==> src/hw/dac_ctrl_regs.svh <==
// Function
// Readback starts with write address, command byte.
// Repeated start, read address, two data bytes.
// Master ends readback with NACK then stop.
// Multi-channel readback selection returns channel zero.
// Send MSB first, advance pointer per pair.
// Read pointer wraps from seven to zero.
// Power command loads two bits per channel.
// Modes: normal, resistor to ground, high impedance.
// Power-down keeps and still updates DAC registers.
// Strobe low: input and DAC on 24th clock.
// Strobe high: input only, falling edge transfers.
// Update command copies input, ignores strobe level.
// Write-and-update loads both registers, strobe ignored.
// Mask command loads low byte, ignores address.
// Mask one ignores strobe, zero follows it.
// Strobe falling edge transfers every unmasked channel.
// Strobe held low disregards the mask bits.
// Write frame: command, data MSB, data LSB.
// Address: five fixed bits plus two straps.
// Command 1001 arms readback of input registers.
// Update command data bits select channels.
// Power modes and mask clear at reset.
`ifndef DAC_CTRL_REGS_SVH
`define DAC_CTRL_REGS_SVH

// -----------------------------------------------------------------------
// Command codes and frame fields
// -----------------------------------------------------------------------
`define CMD_WRITE_INPUT  4'h1
`define CMD_UPDATE_DAC   4'h2
`define CMD_WRITE_UPDATE 4'h3
`define CMD_POWER_MODE   4'h4
`define CMD_STROBE_MASK  4'h5
`define CMD_READBACK     4'h9
`define DEV_ADDR_FIXED   5'h03
`define MODE_NORMAL      2'h0
`define MODE_RES_GND     2'h1
`define MODE_HIGH_Z      2'h3

// -----------------------------------------------------------------------
// Reset values and counts
// -----------------------------------------------------------------------
`define MASK_RESET       8'h00
`define POWER_RESET      16'h0000
`define FRAME_LAST_BYTE  2'h2
`define SYNC_STAGES      2

`endif

==> src/hw/dac_ctrl_pkg.sv <==
`default_nettype none

`include "dac_ctrl_regs.svh"

package dac_ctrl_pkg;

  // Serial link states.
  typedef enum logic [2:0] {
    LINK_IDLE     = 3'h0,
    LINK_ADDR     = 3'h1,
    LINK_ADDR_ACK = 3'h2,
    LINK_WR_BYTE  = 3'h3,
    LINK_WR_ACK   = 3'h4,
    LINK_RD_BYTE  = 3'h5,
    LINK_RD_ACK   = 3'h6
  } link_state_t;

  // Channel power field.
  typedef enum logic [1:0] {
    PWR_NORMAL  = `MODE_NORMAL,
    PWR_RES_GND = `MODE_RES_GND,
    PWR_HIGH_Z  = `MODE_HIGH_Z
  } power_mode_t;

endpackage

`default_nettype wire

==> src/hw/chan_bank_if.sv <==
`timescale 1ns/10ps
`default_nettype none

// Write and read path between the command logic and the register bank.
interface chan_bank_if #(
  parameter int CH = 8,
  parameter int W  = 16
);
  logic [$clog2(CH)-1:0] wr_ch;
  logic [W-1:0]          wr_data;
  logic                  wr_in;
  logic                  wr_dac;
  logic [CH-1:0]         xfer;
  logic [$clog2(CH)-1:0] rd_ch;
  logic [W-1:0]          rd_data;

  modport ctrl (output wr_ch, wr_data, wr_in, wr_dac, xfer, rd_ch, input rd_data);
  modport bank (input wr_ch, wr_data, wr_in, wr_dac, xfer, rd_ch, output rd_data);
endinterface

`default_nettype wire

==> src/hw/pin_sync.sv <==
`timescale 1ns/10ps
`default_nettype none

// Two-stage synchroniser per pin; only the second stage is visible.
module pin_sync #(
  parameter int W = 5
) (
  // Clock and reset
  input  wire logic         mclk,
  input  wire logic         sys_rst,
  // Pins
  input  wire logic [W-1:0] pin_in,
  output logic      [W-1:0] pin_sync_q
);
  genvar i;
  generate
    for (i = 0; i < W; i++) begin : g_bit
      logic meta_q;
      // Pins idle high after reset so no false edge is seen.
      always_ff @(posedge mclk or posedge sys_rst) begin
        if (sys_rst) begin
          meta_q        <= 1'b1;
          pin_sync_q[i] <= 1'b1;
        end else begin
          meta_q        <= pin_in[i];
          pin_sync_q[i] <= meta_q;
        end
      end
    end
  endgenerate
endmodule

`default_nettype wire

==> src/hw/chan_bank.sv <==
`timescale 1ns/10ps
`default_nettype none

// Double-buffered channel registers: input bank and DAC bank.
module chan_bank #(
  parameter int CH = 8,
  parameter int W  = 16
) (
  // Clock and reset
  input  wire logic          mclk,
  input  wire logic          sys_rst,
  // Command side
  chan_bank_if.bank          bus,
  // Converter side
  output logic [CH*W-1:0]    dac_value
);
  localparam int CW = $clog2(CH);

  logic [W-1:0] input_q [CH];

  assign bus.rd_data = input_q[bus.rd_ch];

  genvar i;
  generate
    for (i = 0; i < CH; i++) begin : g_ch
      logic sel;
      assign sel = (bus.wr_ch == CW'(i));
      // A direct write wins over a transfer in the same cycle; the
      // power state is not looked at, so updates land while powered down.
      always_ff @(posedge mclk or posedge sys_rst) begin
        if (sys_rst) begin
          input_q[i]             <= '0;
          dac_value[i*W +: W]    <= '0;
        end else begin
          if (sel && bus.wr_in)
            input_q[i] <= bus.wr_data;
          if (sel && bus.wr_dac)
            dac_value[i*W +: W] <= bus.wr_data;
          else if (bus.xfer[i])
            dac_value[i*W +: W] <= input_q[i];
        end
      end
    end
  endgenerate
endmodule

`default_nettype wire

==> src/hw/dac_link_ctrl.sv <==
`timescale 1ns/10ps
`default_nettype none

`include "dac_ctrl_regs.svh"

// Two-wire slave, command decode and strobe handling of the converter.
module dac_link_ctrl #(
  parameter int CH = 8,
  parameter int W  = 16
) (
  // Clock and reset
  input  wire logic          mclk,
  input  wire logic          sys_rst,
  // Serial link pins
  input  wire logic          scl_in,
  input  wire logic          sda_in,
  output logic               sda_out,
  output logic               sda_oe,
  // Straps and load strobe
  input  wire logic [1:0]    addr_strap,
  input  wire logic          load_strobe_n,
  // Converter side
  output logic [CH*W-1:0]    dac_value,
  output logic [2*CH-1:0]    power_modes
);

  // ---------------------------------------------------------------------
  // Pin synchronisers
  // ---------------------------------------------------------------------
  logic [4:0] pins_s;
  logic       scl_s;
  logic       sda_s;
  logic       strobe_n_s;
  logic [1:0] strap_s;

  pin_sync #(.W(5)) u_sync (
    .mclk       (mclk),
    .sys_rst    (sys_rst),
    .pin_in     ({addr_strap, load_strobe_n, sda_in, scl_in}),
    .pin_sync_q (pins_s)
  );

  assign scl_s      = pins_s[0];
  assign sda_s      = pins_s[1];
  assign strobe_n_s = pins_s[2];
  assign strap_s    = pins_s[4:3];

  // ---------------------------------------------------------------------
  // Register bank
  // ---------------------------------------------------------------------
  chan_bank_if #(.CH(CH), .W(W)) bank_bus ();

  chan_bank #(.CH(CH), .W(W)) u_bank (
    .mclk      (mclk),
    .sys_rst   (sys_rst),
    .bus       (bank_bus),
    .dac_value (dac_value)
  );

  // ---------------------------------------------------------------------
  // Edge detection on the synchronised pins
  // ---------------------------------------------------------------------
  logic scl_d_q;
  logic sda_d_q;
  logic strobe_d_q;

  // Delayed copies of the second synchroniser stage.
  always_ff @(posedge mclk or posedge sys_rst) begin
    if (sys_rst) begin
      scl_d_q    <= 1'b1;
      sda_d_q    <= 1'b1;
      strobe_d_q <= 1'b1;
    end else begin
      scl_d_q    <= scl_s;
      sda_d_q    <= sda_s;
      strobe_d_q <= strobe_n_s;
    end
  end

  logic scl_rise;
  logic scl_fall;
  logic start_seen;
  logic stop_seen;
  logic strobe_fall;

  assign scl_rise    = scl_s & ~scl_d_q;
  assign scl_fall    = ~scl_s & scl_d_q;
  assign start_seen  = scl_s & scl_d_q & sda_d_q & ~sda_s;
  assign stop_seen   = scl_s & scl_d_q & ~sda_d_q & sda_s;
  assign strobe_fall = strobe_d_q & ~strobe_n_s;

  // ---------------------------------------------------------------------
  // Link state machine
  // ---------------------------------------------------------------------
  dac_ctrl_pkg::link_state_t state_q, state_d;
  logic [7:0]  shift_q;
  logic [2:0]  bit_q;
  logic [1:0]  wbyte_q;
  logic        rw_q;
  logic [7:0]  cmd_q;
  logic [7:0]  msb_q;
  logic [2:0]  rd_ptr_q;
  logic        rd_half_q;
  logic        rb_armed_q;
  logic        sda_oe_q;
  logic        sda_out_q;
  logic [7:0]  mask_q;
  logic [15:0] power_q;

  logic [7:0]  shift_in;
  logic        byte_full;
  logic        addr_match;
  logic        commit;
  logic [3:0]  cmd_code;
  logic [3:0]  cmd_chan;
  logic [15:0] frame_data;
  logic        load_rd;
  logic [7:0]  rd_byte;
  logic        rd_ack_ok;
  logic        rb_set;
  logic        ack_q;
  logic        byte_done_q;
  logic        shift_d7;

  assign shift_in   = {shift_q[6:0], sda_s};
  assign byte_full  = (bit_q == 3'h7);
  // Five fixed bits plus the two strap pins form the address.
  assign addr_match = (shift_q[7:1] == {`DEV_ADDR_FIXED, strap_s});
  // The third byte's eighth bit is the 24th clock after the address.
  assign commit     = (state_q == dac_ctrl_pkg::LINK_WR_BYTE) && scl_rise && byte_full
                      && (wbyte_q == `FRAME_LAST_BYTE);
  assign cmd_code   = cmd_q[7:4];
  assign cmd_chan   = cmd_q[3:0];
  assign frame_data = {msb_q, shift_in};
  // The command byte alone arms readback; no data bytes follow it.
  assign rb_set     = (state_q == dac_ctrl_pkg::LINK_WR_BYTE) && scl_rise && byte_full
                      && (wbyte_q == 2'h0) && (shift_in[7:4] == `CMD_READBACK);
  assign rd_ack_ok  = (state_q == dac_ctrl_pkg::LINK_RD_ACK) && scl_rise && ~sda_s;
  assign load_rd    = scl_fall && (((state_q == dac_ctrl_pkg::LINK_ADDR_ACK) && rw_q)
                      || ((state_q == dac_ctrl_pkg::LINK_RD_ACK) && ~sda_oe_q && ack_q));
  // High byte first, low byte second; an unarmed read returns zero.
  assign rd_byte    = ~rb_armed_q ? 8'h00 :
                      (rd_half_q ? bank_bus.rd_data[7:0] : bank_bus.rd_data[15:8]);

  // Next state; start and stop override any bit in progress.
  always_comb begin
    state_d = state_q;
    if (start_seen)
      state_d = dac_ctrl_pkg::LINK_ADDR;
    else if (stop_seen)
      state_d = dac_ctrl_pkg::LINK_IDLE;
    else if (scl_fall) begin
      unique case (state_q)
        dac_ctrl_pkg::LINK_IDLE:     state_d = dac_ctrl_pkg::LINK_IDLE;
        dac_ctrl_pkg::LINK_ADDR:
          if (bit_q == 3'h0 && byte_done_q)
            state_d = addr_match ? dac_ctrl_pkg::LINK_ADDR_ACK : dac_ctrl_pkg::LINK_IDLE;
        dac_ctrl_pkg::LINK_ADDR_ACK:
          state_d = rw_q ? dac_ctrl_pkg::LINK_RD_BYTE : dac_ctrl_pkg::LINK_WR_BYTE;
        dac_ctrl_pkg::LINK_WR_BYTE:
          if (bit_q == 3'h0 && byte_done_q)
            state_d = dac_ctrl_pkg::LINK_WR_ACK;
        dac_ctrl_pkg::LINK_WR_ACK:   state_d = dac_ctrl_pkg::LINK_WR_BYTE;
        // The eighth falling edge ends the byte, so release for the answer here.
        dac_ctrl_pkg::LINK_RD_BYTE:
          if (byte_full)
            state_d = dac_ctrl_pkg::LINK_RD_ACK;
        dac_ctrl_pkg::LINK_RD_ACK:
          state_d = ack_q ? dac_ctrl_pkg::LINK_RD_BYTE : dac_ctrl_pkg::LINK_IDLE;
        default:                     state_d = dac_ctrl_pkg::LINK_IDLE;
      endcase
    end
  end

  // State register.
  always_ff @(posedge mclk or posedge sys_rst) begin
    if (sys_rst)
      state_q <= dac_ctrl_pkg::LINK_IDLE;
    else
      state_q <= state_d;
  end

  logic in_rx;
  logic in_tx;
  assign in_rx = (state_q == dac_ctrl_pkg::LINK_ADDR) || (state_q == dac_ctrl_pkg::LINK_WR_BYTE);
  assign in_tx = (state_q == dac_ctrl_pkg::LINK_RD_BYTE);

  // Bit counter and shift register; received bits sample on the rising
  // edge, transmitted bits move on the falling edge.
  always_ff @(posedge mclk or posedge sys_rst) begin
    if (sys_rst) begin
      shift_q     <= 8'h00;
      bit_q       <= 3'h0;
      byte_done_q <= 1'b0;
    end else if (start_seen) begin
      bit_q       <= 3'h0;
      byte_done_q <= 1'b0;
    end else if (in_rx && scl_rise) begin
      shift_q     <= shift_in;
      bit_q       <= bit_q + 3'h1;
      byte_done_q <= byte_full;
    end else if (load_rd) begin
      shift_q     <= rd_byte;
      bit_q       <= 3'h0;
      byte_done_q <= 1'b0;
    end else if (in_tx && scl_fall) begin
      shift_q     <= {shift_q[6:0], 1'b1};
      bit_q       <= bit_q + 3'h1;
      byte_done_q <= byte_full;
    end else if (scl_fall && byte_done_q) begin
      byte_done_q <= 1'b0;
    end
  end

  // Frame bookkeeping: direction, byte index and captured bytes.
  always_ff @(posedge mclk or posedge sys_rst) begin
    if (sys_rst) begin
      rw_q    <= 1'b0;
      wbyte_q <= 2'h0;
      cmd_q   <= 8'h00;
      msb_q   <= 8'h00;
      ack_q   <= 1'b0;
    end else begin
      if (state_q == dac_ctrl_pkg::LINK_ADDR && scl_rise && byte_full)
        rw_q <= sda_s;
      if (state_q == dac_ctrl_pkg::LINK_ADDR_ACK)
        wbyte_q <= 2'h0;
      else if (state_q == dac_ctrl_pkg::LINK_WR_BYTE && scl_rise && byte_full) begin
        if (wbyte_q == 2'h0)
          cmd_q <= shift_in;
        if (wbyte_q == 2'h1)
          msb_q <= shift_in;
        // Bytes past the third are acknowledged and dropped.
        if (wbyte_q != 2'h3)
          wbyte_q <= wbyte_q + 2'h1;
      end
      if (state_q == dac_ctrl_pkg::LINK_RD_ACK && scl_rise)
        ack_q <= ~sda_s;
    end
  end

  // Open-drain data drive: acknowledge slots and zero bits of read data.
  always_ff @(posedge mclk or posedge sys_rst) begin
    if (sys_rst) begin
      sda_oe_q  <= 1'b0;
      sda_out_q <= 1'b0;
    end else begin
      sda_out_q <= 1'b0;
      if (state_d == dac_ctrl_pkg::LINK_ADDR_ACK || state_d == dac_ctrl_pkg::LINK_WR_ACK)
        sda_oe_q <= 1'b1;
      else if (state_d == dac_ctrl_pkg::LINK_RD_BYTE)
        sda_oe_q <= load_rd ? ~rd_byte[7] : ~shift_d7;
      else
        sda_oe_q <= 1'b0;
    end
  end

  assign shift_d7 = (in_tx && scl_fall) ? shift_q[6] : shift_q[7];

  assign sda_out = sda_out_q;
  assign sda_oe  = sda_oe_q;

  // ---------------------------------------------------------------------
  // Readback pointer
  // ---------------------------------------------------------------------
  // A channel field above seven selects several channels, so start at zero.
  always_ff @(posedge mclk or posedge sys_rst) begin
    if (sys_rst) begin
      rd_ptr_q   <= 3'h0;
      rd_half_q  <= 1'b0;
      rb_armed_q <= 1'b0;
    end else if (rb_set) begin
      rd_ptr_q   <= shift_in[3] ? 3'h0 : shift_in[2:0];
      rd_half_q  <= 1'b0;
      rb_armed_q <= 1'b1;
    end else if (commit) begin
      rb_armed_q <= 1'b0;
    end else if (rd_ack_ok) begin
      rd_half_q <= ~rd_half_q;
      if (rd_half_q)
        rd_ptr_q <= rd_ptr_q + 3'h1;
    end
  end

  // ---------------------------------------------------------------------
  // Command execution at the end of the frame
  // ---------------------------------------------------------------------
  logic is_wr_in;
  logic is_update;
  logic is_wr_upd;
  logic chan_ok;

  assign chan_ok   = ~cmd_chan[3];
  assign is_wr_in  = commit && (cmd_code == `CMD_WRITE_INPUT) && chan_ok;
  assign is_update = commit && (cmd_code == `CMD_UPDATE_DAC);
  assign is_wr_upd = commit && (cmd_code == `CMD_WRITE_UPDATE) && chan_ok;

  // Strobe low makes the input register transparent for every channel,
  // mask or not, so the DAC write path only checks the pin level.
  assign bank_bus.wr_ch   = cmd_chan[2:0];
  assign bank_bus.wr_data = frame_data;
  assign bank_bus.wr_in   = is_wr_in | is_wr_upd;
  assign bank_bus.wr_dac  = (is_wr_in & ~strobe_n_s) | is_wr_upd;
  assign bank_bus.xfer    = (is_update ? frame_data[7:0] : 8'h00)
                          | (strobe_fall ? ~mask_q : 8'h00);
  assign bank_bus.rd_ch   = rd_ptr_q;

  // Mask and power registers; address field ignored for both.
  always_ff @(posedge mclk or posedge sys_rst) begin
    if (sys_rst) begin
      mask_q  <= `MASK_RESET;
      power_q <= `POWER_RESET;
    end else if (commit) begin
      if (cmd_code == `CMD_STROBE_MASK)
        mask_q <= frame_data[7:0];
      if (cmd_code == `CMD_POWER_MODE)
        power_q <= frame_data;
    end
  end

  assign power_modes = power_q;
endmodule

`default_nettype wire

==> config.mk <==
export PLATFORM = sky130hd
export DESIGN_NAME = dac_link_ctrl
export DESIGN_NICKNAME = d
export VERILOG_FILES = /design/src/hw/dac_ctrl_pkg.sv /design/src/hw/chan_bank_if.sv /design/src/hw/pin_sync.sv /design/src/hw/chan_bank.sv /design/src/hw/dac_link_ctrl.sv
export VERILOG_INCLUDE_DIRS = /design/src /design/src/hw
export SDC_FILE = /design/constraint.sdc
export NUM_CORES = 1
export LEC_CHECK = 0
export ABC_CLOCK_PERIOD_IN_PS = 13700
export BUFFER_PORTS_ARGS = -buffer_cell sky130_fd_sc_hd__buf_4
export CELL_PAD_IN_SITES_DETAIL_PLACEMENT = 1
export CELL_PAD_IN_SITES_GLOBAL_PLACEMENT = 2
export CORE_ASPECT_RATIO = 0.8
export CORE_UTILIZATION = 41
export DETAILED_ROUTE_END_ITERATION = 8
export PLACE_DENSITY_LB_ADDON = 0.2
export SLEW_MARGIN = 20
export SYNTH_ARGS = -nofsm -noshare
export SYNTH_HDL_FRONTEND = slang
export SYNTH_SLANG_ARGS = --single-unit
==> constraint.sdc <==
create_clock -name mclk -period 13.7 [get_ports mclk]
set_input_delay 2.055 -clock mclk [delete_from_list [all_inputs] [get_ports mclk]]
set_output_delay 2.055 -clock mclk [all_outputs]
set_load 0.005 [all_outputs]
======== Word-level counts from Yosys, hierarchy flattened ========
Cells that the tools add are included.
storage, ports and cells
  flip-flop bits (word level) ............. 334
  output and inout bits ................... 146
operators by class
  bitwise operators ....................... 26
  $add $sub $neg .......................... 3
  multiplexer cells ....................... 62
  order comparisons ....................... 1
  reductions and logical operators ........ 68
  equal/unequal tests ..................... 28
operator list
  operator                                                         count
  16-bit two-way mux                                               18
  8-bit two-way mux                                                7
  3-bit two-way mux                                                17
  16-bit binary-select mux with 3-bit select                       1
  1-bit logical AND                                                38
  3-bit == test, second input constant                             10
  2-bit nonzero test                                               13
  3-bit one-hot mux with 6 select lines                            1
  3-bit by 2-bit == test with 1-bit output, second input constant  5
  1-bit two-way mux                                                14
  1-bit inverter                                                   12
  2-bit AND reduction                                              5
  1-bit bitwise AND                                                9
  3-bit AND reduction                                              3
  4-bit by 2-bit == test with 1-bit output, second input constant  2
  4-bit by 3-bit == test with 1-bit output, second input constant  2
  2-bit two-way mux                                                4
  8-bit inverter                                                   1
  8-bit bitwise OR                                                 1
  7-bit by 4-bit == test with 1-bit output                         1
  3-bit by 1-bit adder with 3-bit output, second input constant    2
  3-bit by 1-bit == test with 1-bit output, second input constant  2
  3-bit zero test                                                  2
  5-bit nonzero test                                               1
  other kinds (14)                                                 17

======== Longest topological paths before layout ========
Gate-level depths: netlist of the first run.
  depth in word-level cells ............... 11
  depth in mapped cells ................... 10
  depth with buffers taken out ............ 8

======== Hierarchy ========
Synthesis of the first run repeated with hierarchy kept, for this count alone.
second synthesis, totals
  cell total of the unflattened synthesis .. 1,090
  area, all modules ....................... 15,914.0 µm²
by module, submodules not included
  module         instances  sequential area each (µm²)  cells an instance  area an instance (µm²)
  chan_bank      1          6,406.1                     775                12,250.5
  dac_link_ctrl  1          1,705.4                     304                3,397.0
  pin_sync       1          262.8                       11                 266.5

======== Least setup slack after synthesis of the first run ========
OpenSTA, ideal clock, no wires.
  kind .................................... reg-to-output
  from .................................... reg u_bank.dac_value[0]
  to ...................................... out dac_value[0]
  path slack .............................. 11.284 ns
  data arrival time ....................... 0.361 ns
  required time ........................... 11.645 ns
  cell stages (with the launch flop) ...... 1
  buffers on the path ..................... 0
  cell sequence ........................... dfrtp_1
RTL lines
  item                             line                 source
  start, declared                  chan_bank.sv:15      output logic [CH*W-1:0] dac_value
  start signal, assigned by index  chan_bank.sv:38      dac_value[i*W +: W] <= bus.wr_data;
  start signal, assigned by index  chan_bank.sv:40      dac_value[i*W +: W] <= input_q[i];
  end, declared                    dac_link_ctrl.sv:23  output logic [CH*W-1:0] dac_value,
No word-level cell between the ends.

==> metrics.cfg, run 1 <==
[outcome]
outcome=finished clean

[timing]
maxClockFrequency_mhz=307.4
worst_pin_slew_ns=1.064
slew_viol_final=0
final.period_utilization_pct=23.75
rsz0062_at_grt=no
finalHoldWorstSlack_ns=0.3555
final_hold_viol_count=0
slew_headroom_pct=29.09
clock_skew_ns=0.01727
final.setup.tns_ns=0
final_period_minus_worst_setup_slack_ns=3.253
setup_viol=0
final.setup.worst_slack_ns=10.45

[min_path]
hold_class=reg -> reg

[global_routing]
groute.usage.overall_pct=25.68
grt_pass1_vias=11110
grt_start_max_net_pins=132
grt_antenna_before_repair=0
grt_pass1_wl_um=72960
grt_remaining_overflow=0

[finish]
syn_to_final_growth_pct=16.67
num-fill-cells=3835
layout.cell_area.non_filler_um2=18070
insertedDiodeCount=0
final_layout_size_suffix_gt1_share_pct=32.95
nets=1389
mostFrequentLayoutCells=dfrtp_1, buf_4, mux2_2, nor2_1, a21oi_1
mostFrequentLayoutCell=dfrtp_1

[yosys]
ys.warnings.count=0
syn_inst=1260
synth_nets=1275
synth.distinct_cells=64
synth_largest_type_area_fraction_pct=51.86
number_of_enable_type_register_cells_in_the_synthesized_netlist=0
synth_top_cell_by_area=dfrtp_1
ys_seq_area_share_pct=54.07
netlist_area_um2=15490
syn-mean-instance-area_um2=12.29
ys_dominant_reg_cell=dfrtp_1
postSynth.asyncResetShare_pct=100.0
ys_top_cells_by_area=dfrtp_1, mux2_2, mux2i_1, mux4_2, a21oi_1
ys_ff_latch=334

[placement]
dp_hpwl_um=32190
gp_congestion=0.8071
portBuffers=151
detailedPlace.worstSlack_ns=9.788
placed_area_um2=16900

[detailed_routing]
post_drt_via_cell_ratio=5.662
topRoutingLayerUsed=met4
met2_length_um=21500
count_of_tritonroute_iterations_in_the_first_routing_pass=7
ant_nets=0
routedWlPerCell_um=25.59
met3WireLength_um=2349
num_vias=10680
post-route-drc-count=0
postRouteWirelength_um=48250
initialDrtViolationCount=657
route.layer.met1.wl_um=23170

[clock_network]
cts_setup_buffers=0
cts.reportedPaths.clkPinSlew_ns=0.06
cts_resized=0
cts_inserted_buffers=36
tritoncts=done
cts.htree.levels=2
insertion_delay_ns=0.54
hold_buf_cts=0
ctsRootBufferMaster=clkbuf_16
clock_sink_count=334
buffer_levels_on_the_longest_clock_path=3

[floorplan]
core_rows=63
core_region_area_um2=37130
design.portCount=153
die_area_um2=38560
start_util_pct=41.72
die-height_um=175.8
floorplan.die.width_um=219.3

[worst_setup_path]
number_of_buffers_and_inverters_on_the_critical_path=3
critical-path-top-cell-by-count=buf_4
crit_slowest_cell=buf_4
worst_setup_path_start_kind=input port
worstSetupEndpointType=async pin
worst_path_largest_cell_delay_ns=0.85
worst-setup-path-type=in -> async
crit_chain=buf_4 -> inv_8 -> buf_4
cp.required_ns=14.24
path_delay_family=buffers and inverters
crit_path_max_fanout=131
worst-endpoint-arrival_ns=3.79

[power_and_ir_drop]
power_switching_share_pct=27.55
p_int_mw=1.659
pwr-share-comb_pct=10.8
ir_drop_mv=0.08200
cellPowerDensity_nw_per_um2=126.7
total_power_consumption_mw=2.289
pwr-share-seq_pct=46.6
p_switching_mw=0.6308
power.leakage_nw=9.406
power.clock.fraction_pct=42.6

[run]
max_cap_viol=0

[synthesized netlist by cell type, types with 2 or more instances]
cell      instances
a31oi_1           3
buf_1            13
mux4_2           33
ha_1              8
inv_1            16
nand4_4           2
o31ai_1           2
mux2_2          158
o32a_1            4
nand4_1           3
nor2_4            3
a21o_1            2
mux2i_1         136
nand2b_1          7
buf_12            4
dfstp_2          13
nor2b_1           7
nor2_1          148
dfrtp_1         321
buf_6             6
a31oi_4           4
nand4b_1          2
nand3b_1          4
a21oi_1         141
nand2_1          45
a211oi_1         13
xor2_1            2
buf_2            21
xnor2_1           5
o311ai_0          3
o21ai_0          20
clkbuf_1         50
nand3_1          13
buf_4             7
nor3_1            2
and2_4            2
and2_1            6
nor2_2            5
[cell families after synthesis]
logic type / count (synthesis) / synth area share [%]
fa+ha+maj: 8 / 0.6463
buf+inv: 117 / 3.886
simple gates: 264 / 8.224
mux: 327 / 25.07
flops: 334 / 54.07
compound gates: 202 / 7.682
other cells: 1 / 0.02421
xor+xnor: 7 / 0.3958
[worst paths after layout]
check                                  startpoint                   end  slack (ns)  cells after the start
max                                       sys_rst   u_bank.input_q[127]       10.45                      3
min                        u_sync.g_bit[0].meta_q  u_sync.pin_sync_q[0]        0.36                      0
max reg2reg                            wbyte_q[0]   u_bank.dac_value[3]       10.45                      8
min reg2reg                u_sync.g_bit[0].meta_q  u_sync.pin_sync_q[0]        0.36                      0
max in group mclk                      wbyte_q[0]   u_bank.dac_value[3]       10.45                      8
min in group asynchronous                 sys_rst       power_modes[10]        1.69                      2
[power groups by stage]
stage | clock network (mW) | logic (mW) | registers [mW]
after global routing | 1.03 | 0.270 | 1.07
after floorplan | 0 | 0.188 | 1.05
after CTS | 0.998 | 0.250 | 1.07
after global placement | 0 | 0.247 | 1.08
after detailed placement | 0 | 0.249 | 1.08
final | 0.976 | 0.247 | 1.07
[layout make-up]
type / instances / area (um2) / area share, %
well taps: 487 / 609.3 / 3.372
repair buffers: 177 / 1329 / 7.353
inverters: 16 / 67.56 / 0.3739
flip-flops and latches: 334 / 8376 / 46.35
clock inverters: 6 / 68.82 / 0.3808
clock buffers: 57 / 1102 / 6.100
multi-input cells: 809 / 6519 / 36.07
[sequential cells by signal (all words and copies together) (netlist names)]
| register | count |
|---|---|
| wbyte_q | 2 |
| bank_bus.rd_ch | 3 |
| sda_oe | 1 |
| power_modes | 16 |
| rd_half_q | 1 |
| u_bank.dac_value | 128 |
| ack_q | 1 |
| u_sync.g_bit.meta_q | 5 |
| u_bank.input_q | 128 |
| u_sync.pin_sync_q | 5 |
| shift_q | 8 |
| scl_d_q | 1 |
| rb_armed_q | 1 |
| rw_q | 1 |
| cmd_q | 8 |
| mask_q | 8 |
| sda_d_q | 1 |
| msb_q | 8 |
| bit_q | 3 |
| byte_done_q | 1 |
| strobe_d_q | 1 |
| state_q | 3 |
[through the flow]
step,instances,utilization (%)
global route,1886,48.67
floorplan,1260,-
detailed placement,1823,45.52
CTS,1886,48.67
finish,1886,48.67
global placement,1823,45.52
[routing by layer]
layer / track usage [%] / vias to the layer above
met4: 7.899 / 0
met2: 38.16 / 241
li1: - / 4709
met3: 4.675 / 72
met1: 37.93 / 5657
met5: 0 / -
No activity file was read; power rests on OpenSTA's default activity.
==> run 2: changes to the inputs <==
--- a/config.mk
+++ b/config.mk
@@ -6,12 +6,13 @@
 export SDC_FILE = /design/constraint.sdc
 export NUM_CORES = 1
 export LEC_CHECK = 0
-export ABC_CLOCK_PERIOD_IN_PS = 13700
+export ABC_AREA = 1
+export ABC_CLOCK_PERIOD_IN_PS = 3400
 export BUFFER_PORTS_ARGS = -buffer_cell sky130_fd_sc_hd__buf_4
 export CELL_PAD_IN_SITES_DETAIL_PLACEMENT = 1
 export CELL_PAD_IN_SITES_GLOBAL_PLACEMENT = 2
 export CORE_ASPECT_RATIO = 0.8
-export CORE_UTILIZATION = 41
+export CORE_UTILIZATION = 35
 export DETAILED_ROUTE_END_ITERATION = 8
 export PLACE_DENSITY_LB_ADDON = 0.2
 export SLEW_MARGIN = 20
==> constraint.sdc (replaced) <==
create_clock -name mclk -period 3.4 [get_ports mclk]
set_input_delay 0.51 -clock mclk [delete_from_list [all_inputs] [get_ports mclk]]
set_output_delay 0.51 -clock mclk [all_outputs]
set_load 0.005 [all_outputs]
==> run 2 against run 1 <==
Setup slack worse by 10 ns. Final cell count is 50% higher. Utilization is 6.7 points lower. Largest power group unchanged. Cell area is 6.6% higher. Critical endpoint is now u_bank.dac_value[104]. Hold slack worse by 0.32 ns. Critical path type is now reg -> reg. Non-clock buffer count is 15 higher.
==> metrics.cfg, run 2 <==
[outcome]
outcome=finished clean  ; unchanged

[finish]
final_layout_size_suffix_gt1_share_pct=13.60  ; was 32.95%
insertedDiodeCount=0  ; unchanged
mostFrequentLayoutCell=nand2_1  ; was dfrtp_1
syn_to_final_growth_pct=17.74  ; was 16.67%
num-fill-cells=5588  ; was 3835
nets=2207  ; was 1389
mostFrequentLayoutCells=nand2_1, o21ai_0, dfrtp_1, buf_4, inv_1  ; was dfrtp_1, buf_4, mux2_2, nor2_1, a21oi_1
layout.cell_area.non_filler_um2=19260  ; was 18070 um2
layout_cells_excl_fill=2832  ; was 1886

[clock_network]
cts.reportedPaths.clkPinSlew_ns=0.06  ; about the same
cts.htree.levels=2  ; unchanged
hold_buf_cts=0  ; unchanged
cts_inserted_buffers=39  ; was 36
tritoncts=done  ; unchanged
cts_setup_buffers=0  ; unchanged
cts_resized=0  ; unchanged
ctsRootBufferMaster=clkbuf_16  ; unchanged
buffer_levels_on_the_longest_clock_path=3  ; unchanged
clock_sink_count=334  ; unchanged
insertion_delay_ns=0.56  ; was 0.54 ns

[timing]
slew_viol_final=0  ; unchanged
final_hold_viol_count=0  ; unchanged
maxClockFrequency_mhz=340.9
final_period_minus_worst_setup_slack_ns=2.934
rsz0062_at_grt=no  ; unchanged
setup_viol=0  ; unchanged
worst_pin_slew_ns=1.192  ; was 1.064 ns
clock_skew_ns=0.02413  ; was 0.01727 ns
slew_headroom_pct=20.42  ; was 29.09%
final.setup.worst_slack_ns=0.4664  ; was 10.45 ns
final.setup.tns_ns=0  ; unchanged
final.period_utilization_pct=86.28

[yosys]
synth_largest_type_area_fraction_pct=49.10  ; was 51.86%
synth_top_cell_by_area=dfrtp_1  ; unchanged
ys.warnings.count=0  ; unchanged
postSynth.asyncResetShare_pct=100.0  ; unchanged
synth_most_common_cell=nand2_1  ; was dfrtp_1
syn_inst=2108  ; was 1260
ys_top_cells_by_area=dfrtp_1, nand2_1, o21ai_0, nand4_1, inv_1  ; was dfrtp_1, mux2_2, mux2i_1, mux4_2, a21oi_1
synth_area_in_compound_gates_pct=12.38  ; was 7.682%
synth.distinct_cells=33  ; was 64
synth_top_family_by_area=simple AND/OR/NAND/NOR gates  ; was multiplexers
number_of_enable_type_register_cells_in_the_synthesized_netlist=0  ; unchanged
synth_adder_area_share_pct=0.6119  ; was 0.6463%
synth_xor_area_share_pct=0.05354  ; was 0.3958%
synth-simple-area-share_pct=27.28  ; was 8.224%
synth_nets=2123  ; was 1275
netlist_area_um2=16360  ; was 15490 um2
syn-mean-instance-area_um2=7.761  ; was 12.29 um2
ys_dominant_reg_cell=dfrtp_1  ; unchanged
yosys-mux-area-fraction_pct=0  ; was 25.07%
ys_seq_area_share_pct=51.19  ; was 54.07%
ys_ff_latch=334  ; unchanged
leading_post_synthesis_cells_by_instance_count=nand2_1, dfrtp_1, o21ai_0, inv_1, nand4_1  ; was dfrtp_1, mux2_2, nor2_1, a21oi_1, mux2i_1

[placement]
placed_area_um2=17960  ; was 16900 um2
gp_congestion=0.9454  ; was 0.8071
placed_cells_incl_taps=2763  ; was 1823
dp_hpwl_um=41820  ; was 32190 um
portBuffers=151  ; unchanged
detailedPlace.worstSlack_ns=0.5274  ; was 9.788 ns

[worst_setup_path]
cp.required_ns=3.85  ; was 14.24 ns
worst_path_largest_cell_delay_ns=0.53  ; was 0.85 ns
worstSetupEndpointType=register  ; was async pin
worst-endpoint-arrival_ns=3.38  ; was 3.79 ns
crit_path_max_fanout=33  ; was 131
crit_slowest_cell=nand3_1  ; was buf_4
worst-setup-path-type=reg -> reg  ; was in -> async
critical-path-top-cell-by-count=nand2_1  ; was buf_4
worst_setup_path_start_kind=register  ; was input port
crit_chain=ha_1 -> ha_1 -> nand3_1 -> inv_1 -> nand2_1 -> nor2_2 -> nand2_1 -> nand2_4 -> nand3_1 -> nand2_1 -> nand2_1 -> nand2_1 -> nand2_1  ; was buf_4 -> inv_8 -> buf_4

[detailed_routing]
num_vias=14960  ; was 10680
initialDrtViolationCount=1385  ; was 657
postRouteWirelength_um=61810  ; was 48250 um
post_drt_via_cell_ratio=5.281  ; was 5.662
ant_nets=0  ; unchanged
post-route-drc-count=0  ; unchanged
count_of_tritonroute_iterations_in_the_first_routing_pass=5  ; was 7
routedWlPerCell_um=21.82  ; was 25.59 um

[global_routing]
grt_pass1_vias=15170  ; was 11110
grt_antenna_before_repair=3  ; was 0
grt_pass1_wl_um=94840  ; was 72960 um
groute.usage.overall_pct=26.27  ; was 25.68%
grt_start_max_net_pins=101  ; was 132
grt_remaining_overflow=0  ; unchanged

[floorplan]
die-height_um=195.4  ; was 175.8 um
design.portCount=153  ; unchanged
core_region_area_um2=45890  ; was 37130 um2
core_rows=70  ; was 63
start_util_pct=35.65  ; was 41.72%
floorplan.die.width_um=243.7  ; was 219.3 um
die_area_um2=47610  ; was 38560 um2

[power_and_ir_drop]
cellPowerDensity_nw_per_um2=525.1  ; was 126.7 nW/um2
total_power_consumption_mw=10.12  ; was 2.289 mW
power.leakage_nw=9.174  ; was 9.406 nW
ir_drop_mv=0.2485  ; was 0.08200 mV

[run]
max_cap_viol=0  ; unchanged

[min_path]
hold_class=in -> async  ; was reg -> reg

## run 2: stage by stage
stage	hold WS, ns	utilization [%]
4_1_cts	0.01945	41.97
3_5_place_dp	0.3472	39.14
3_3_place_gp	0.3461	39.14
5_1_grt	0.02990	41.97
2_1_floorplan	0.3452	-
6_report	0.03783	41.97
## run 2: critical path: cells and delay by family (launching register included)
family                   cells  cell delay (ns)
adder cells (fa/ha/maj)      2             0.38
buffers and inverters        1             0.12
flip-flops                   1             0.37
AND/OR/NAND/NOR             10             1.95
## run 2: kinds of logic after synthesis
| group | after synthesis |
|---|---|
| AND/OR/NAND/NOR | 1031 |
| AO/OA/AOI/OAI | 390 |
| buffers and inverters | 343 |
| flip-flops | 334 |
| adder cells (fa/ha/maj) | 8 |
| XOR/XNOR | 1 |
| other | 1 |
## run 2: layer usage
metal | routed length [um] | global-route usage (%) | up-vias
li1 | - | - | 7030
met3 | 3952 | 4.714 | 93
met2 | 27110 | 39.81 | 424
met4 | 1609 | 8.102 | 0
met5 | 0 | 0 | -
met1 | 29130 | 38.01 | 7410
## run 2: path summary, 6_finish.rpt
| path | start | endpoint | slack, ns | cells past startpoint |
|---|---|---|---|---|
| worst max-delay path | bit_q[1] | u_bank.dac_value[104] | 0.47 | 13 |
| worst min-delay path | sys_rst | u_bank.dac_value[28] | 0.04 | 2 |
| worst max register to register | bit_q[1] | u_bank.dac_value[104] | 0.47 | 13 |
| worst min register to register | u_sync.g_bit[0].meta_q | u_sync.pin_sync_q[0] | 0.35 | 0 |
| max in group asynchronous | sys_rst | u_bank.dac_value[114] | 2.35 | 3 |
| min in group mclk | addr_strap[0] | u_sync.g_bit[3].meta_q | 0.05 | 1 |
## run 2: final cells by class
type / count / area (um2) / share of cell area [%]
sequential: 334 / 8376 / 43.48
multi-input combinational: 1431 / 6611 / 34.32
timing repair buffer: 192 / 1479 / 7.678
clock buffer: 58 / 1190 / 6.177
tap: 612 / 765.7 / 3.975
inverter: 194 / 732.0 / 3.800
clock inverter: 11 / 108.9 / 0.5651
## run 2: power by group
group          internal (mW)  switching [mW]  total, mW  leakage (nW)
registers               4.10           0.221       4.32          4.58
clock network           2.57            1.74       4.31         0.649
logic                  0.308            1.18       1.49          3.94
total                   6.98            3.14       10.1          9.17
==> run 3: changes to the inputs <==
--- a/config.mk
+++ b/config.mk
@@ -6,13 +6,11 @@
 export SDC_FILE = /design/constraint.sdc
 export NUM_CORES = 1
 export LEC_CHECK = 0
-export ABC_AREA = 1
 export ABC_CLOCK_PERIOD_IN_PS = 3400
 export BUFFER_PORTS_ARGS = -buffer_cell sky130_fd_sc_hd__buf_4
 export CELL_PAD_IN_SITES_DETAIL_PLACEMENT = 1
 export CELL_PAD_IN_SITES_GLOBAL_PLACEMENT = 2
-export CORE_ASPECT_RATIO = 0.8
-export CORE_UTILIZATION = 35
+export CORE_UTILIZATION = 41
 export DETAILED_ROUTE_END_ITERATION = 8
 export PLACE_DENSITY_LB_ADDON = 0.2
 export SLEW_MARGIN = 20
==> run 3 against run 2 <==
Clock skew shrank 0.015 ns. Count of clock-buffer cells in the layout grew 5. Cell area shrank 4.5%. Fmax grew 1.7%. Combinational power shrank 32%. Clock power shrank 5.1%. Utilization grew 7.9 points. Critical path type unchanged. Highest routed layer unchanged.
==> metrics.cfg, run 3 (synthesis gave the netlist of run 1 again) <==
[worst_setup_path]
crit_path_max_fanout=17  ; was 33
cp.required_ns=3.76  ; was 3.85 ns
worst-endpoint-arrival_ns=3.25  ; was 3.38 ns
worst-r2r-setup-slack_ns=0.52  ; was 0.47 ns
worst-setup-path-type=reg -> reg  ; unchanged
ff2ff_path_depth=8  ; was 13
worst_setup_path_start_kind=register  ; unchanged
worstSetupEndpointType=register  ; unchanged
reg2reg_from=wbyte_q[0]  ; was bit_q[1]
regToRegEndpoint=u_bank.dac_value[108]  ; was u_bank.dac_value[104]

[detailed_routing]
initialDrtViolationCount=462  ; was 1385
routedWlPerCell_um=24.57  ; was 21.82 um
post_drt_via_cell_ratio=5.531  ; was 5.281
postRouteWirelength_um=47440  ; was 61810 um
ant_nets=0  ; unchanged
post-route-drc-count=0  ; unchanged
count_of_tritonroute_iterations_in_the_first_routing_pass=5  ; unchanged
num_vias=10680  ; was 14960

[clock_network]
insertion_delay_ns=0.52  ; was 0.56 ns
buffer_levels_on_the_longest_clock_path=3  ; unchanged
clock_sink_count=334  ; unchanged
hold_buf_cts=0  ; unchanged
cts_setup_buffers=0  ; unchanged
cts.htree.levels=2  ; unchanged
cts.reportedPaths.clkPinSlew_ns=0.06  ; about the same
cts_resized=0  ; unchanged
cts_inserted_buffers=39  ; unchanged
tritoncts=done  ; unchanged
ctsRootBufferMaster=clkbuf_16  ; unchanged

[floorplan]
core_rows=70  ; unchanged
floorplan.die.width_um=196.4  ; was 243.7 um
core_region_area_um2=36870  ; was 45890 um2
die_area_um2=38560  ; was 47610 um2
die-height_um=196.4  ; was 195.4 um
design.portCount=153  ; unchanged
start_util_pct=42.01  ; was 35.65%

[power_and_ir_drop]
power.clock.fraction_pct=43.5  ; was 42.6%
p_switching_mw=2.553  ; was 3.138 mW
power_switching_share_pct=27.10  ; was 31.03%
ir_drop_mv=0.3262  ; was 0.2485 mV
pwr-share-comb_pct=10.8  ; was 14.7%
pwr-share-seq_pct=45.7  ; was 42.7%
power.leakage_nw=9.578  ; was 9.174 nW
cellPowerDensity_nw_per_um2=512.3  ; was 525.1 nW/um2
p_int_mw=6.866  ; was 6.977 mW
total_power_consumption_mw=9.419  ; was 10.12 mW

[global_routing]
grt_antenna_before_repair=0  ; was 3
grt_remaining_overflow=0  ; unchanged
groute.usage.overall_pct=25.13  ; was 26.27%
grt_pass1_wl_um=72750  ; was 94840 um
grt_pass1_vias=11400  ; was 15170
grt_start_max_net_pins=87  ; was 101

[min_path]
hold_class=in -> async  ; unchanged

[placement]
dp_hpwl_um=33240  ; was 41820 um
gp_congestion=0.8708  ; was 0.9454
portBuffers=151  ; unchanged
detailedPlace.worstSlack_ns=0.5543  ; was 0.5274 ns
placed_area_um2=17130  ; was 17960 um2

[timing]
final.period_utilization_pct=84.84  ; was 86.28%
slew_viol_final=0  ; unchanged
setup_viol=0  ; unchanged
maxClockFrequency_mhz=346.7  ; was 340.9 MHz
final_period_minus_worst_setup_slack_ns=2.884  ; was 2.934 ns
final.setup.tns_ns=0  ; unchanged
slew_headroom_pct=35.56  ; was 20.42%
clock_skew_ns=0.009479  ; was 0.02413 ns
final_hold_viol_count=0  ; unchanged
final.setup.worst_slack_ns=0.5155  ; was 0.4664 ns
rsz0062_at_grt=no  ; unchanged
worst_pin_slew_ns=0.9666  ; was 1.192 ns

[finish]
layout.cell_area.non_filler_um2=18390  ; was 19260 um2
insertedDiodeCount=0  ; unchanged
final_layout_size_suffix_gt1_share_pct=34.34  ; was 13.60%
syn_to_final_growth_pct=18.72  ; was 17.74%
mostFrequentLayoutCells=dfrtp_1, buf_4, mux2_2, nor2_1, a21oi_1  ; was nand2_1, o21ai_0, dfrtp_1, buf_4, inv_1
nets=1415  ; was 2207
mostFrequentLayoutCell=dfrtp_1  ; was nand2_1

[run]
max_cap_viol=0  ; unchanged

[outcome]
outcome=finished clean  ; unchanged

==> run 3: worst max path at each step <==
stage,from,to,slack (ns)
global placement,wbyte_q[0],u_bank.dac_value[103],0.71
detailed placement,wbyte_q[0],u_bank.dac_value[107],0.55
floorplan,sys_rst,ack_q,-1.56
global route,wbyte_q[0],u_bank.dac_value[97],0.25
CTS,wbyte_q[0],u_bank.dac_value[108],0.50
finish,wbyte_q[0],u_bank.dac_value[108],0.52
==> run 3: power by group through the flow <==
stage	Combinational [mW]	Clock [mW]	Sequential, mW
floorplan	0.759	0	4.22
global placement	1.01	0	4.38
detailed placement	1.02	0	4.38
CTS	1.02	4.20	4.31
global route	1.10	4.33	4.33
finish	1.02	4.09	4.31
==> run 3: through the flow <==
step	cells	util [%]	hold WS, ns
3_5_place_dp	1863	46.47	0.3481
4_1_cts	1931	49.87	0.07020
5_1_grt	1931	49.87	0.07368
2_1_floorplan	1260	-	0.3452
6_report	1931	49.87	0.09172
3_3_place_gp	1863	46.47	0.3482
==> run 3: cell type report <==
| class | count | area (um2) |
|---|---|---|
| multi-input cells | 809 | 6513 |
| clock buffers | 63 | 1229 |
| inverters | 16 | 63.81 |
| repair buffers | 200 | 1551 |
| well taps | 504 | 630.6 |
| fillers | 3811 | 18490 |
| clock inverters | 5 | 25.02 |
| flip-flops and latches | 334 | 8376 |
==> run 3: metal layers <==
metal  vias up  GRT usage, %  wire length, um
li1       4731             -                -
met1      5673         36.22            22460
met2       213         39.61            22180
met3        64         4.261             1877
met4         0         5.874              930
met5         -             0                0
==> run 3: worst max-delay path, stage by stage (launching register included) <==
cell and delay, ns:
dfrtp_1 0.42, inv_1 0.10, ha_1 0.21, nor3b_4 0.47
nand4_4 0.19, o21ai_2 0.46, nand2_1 0.55, nor2_1 0.24
a21oi_1 0.07
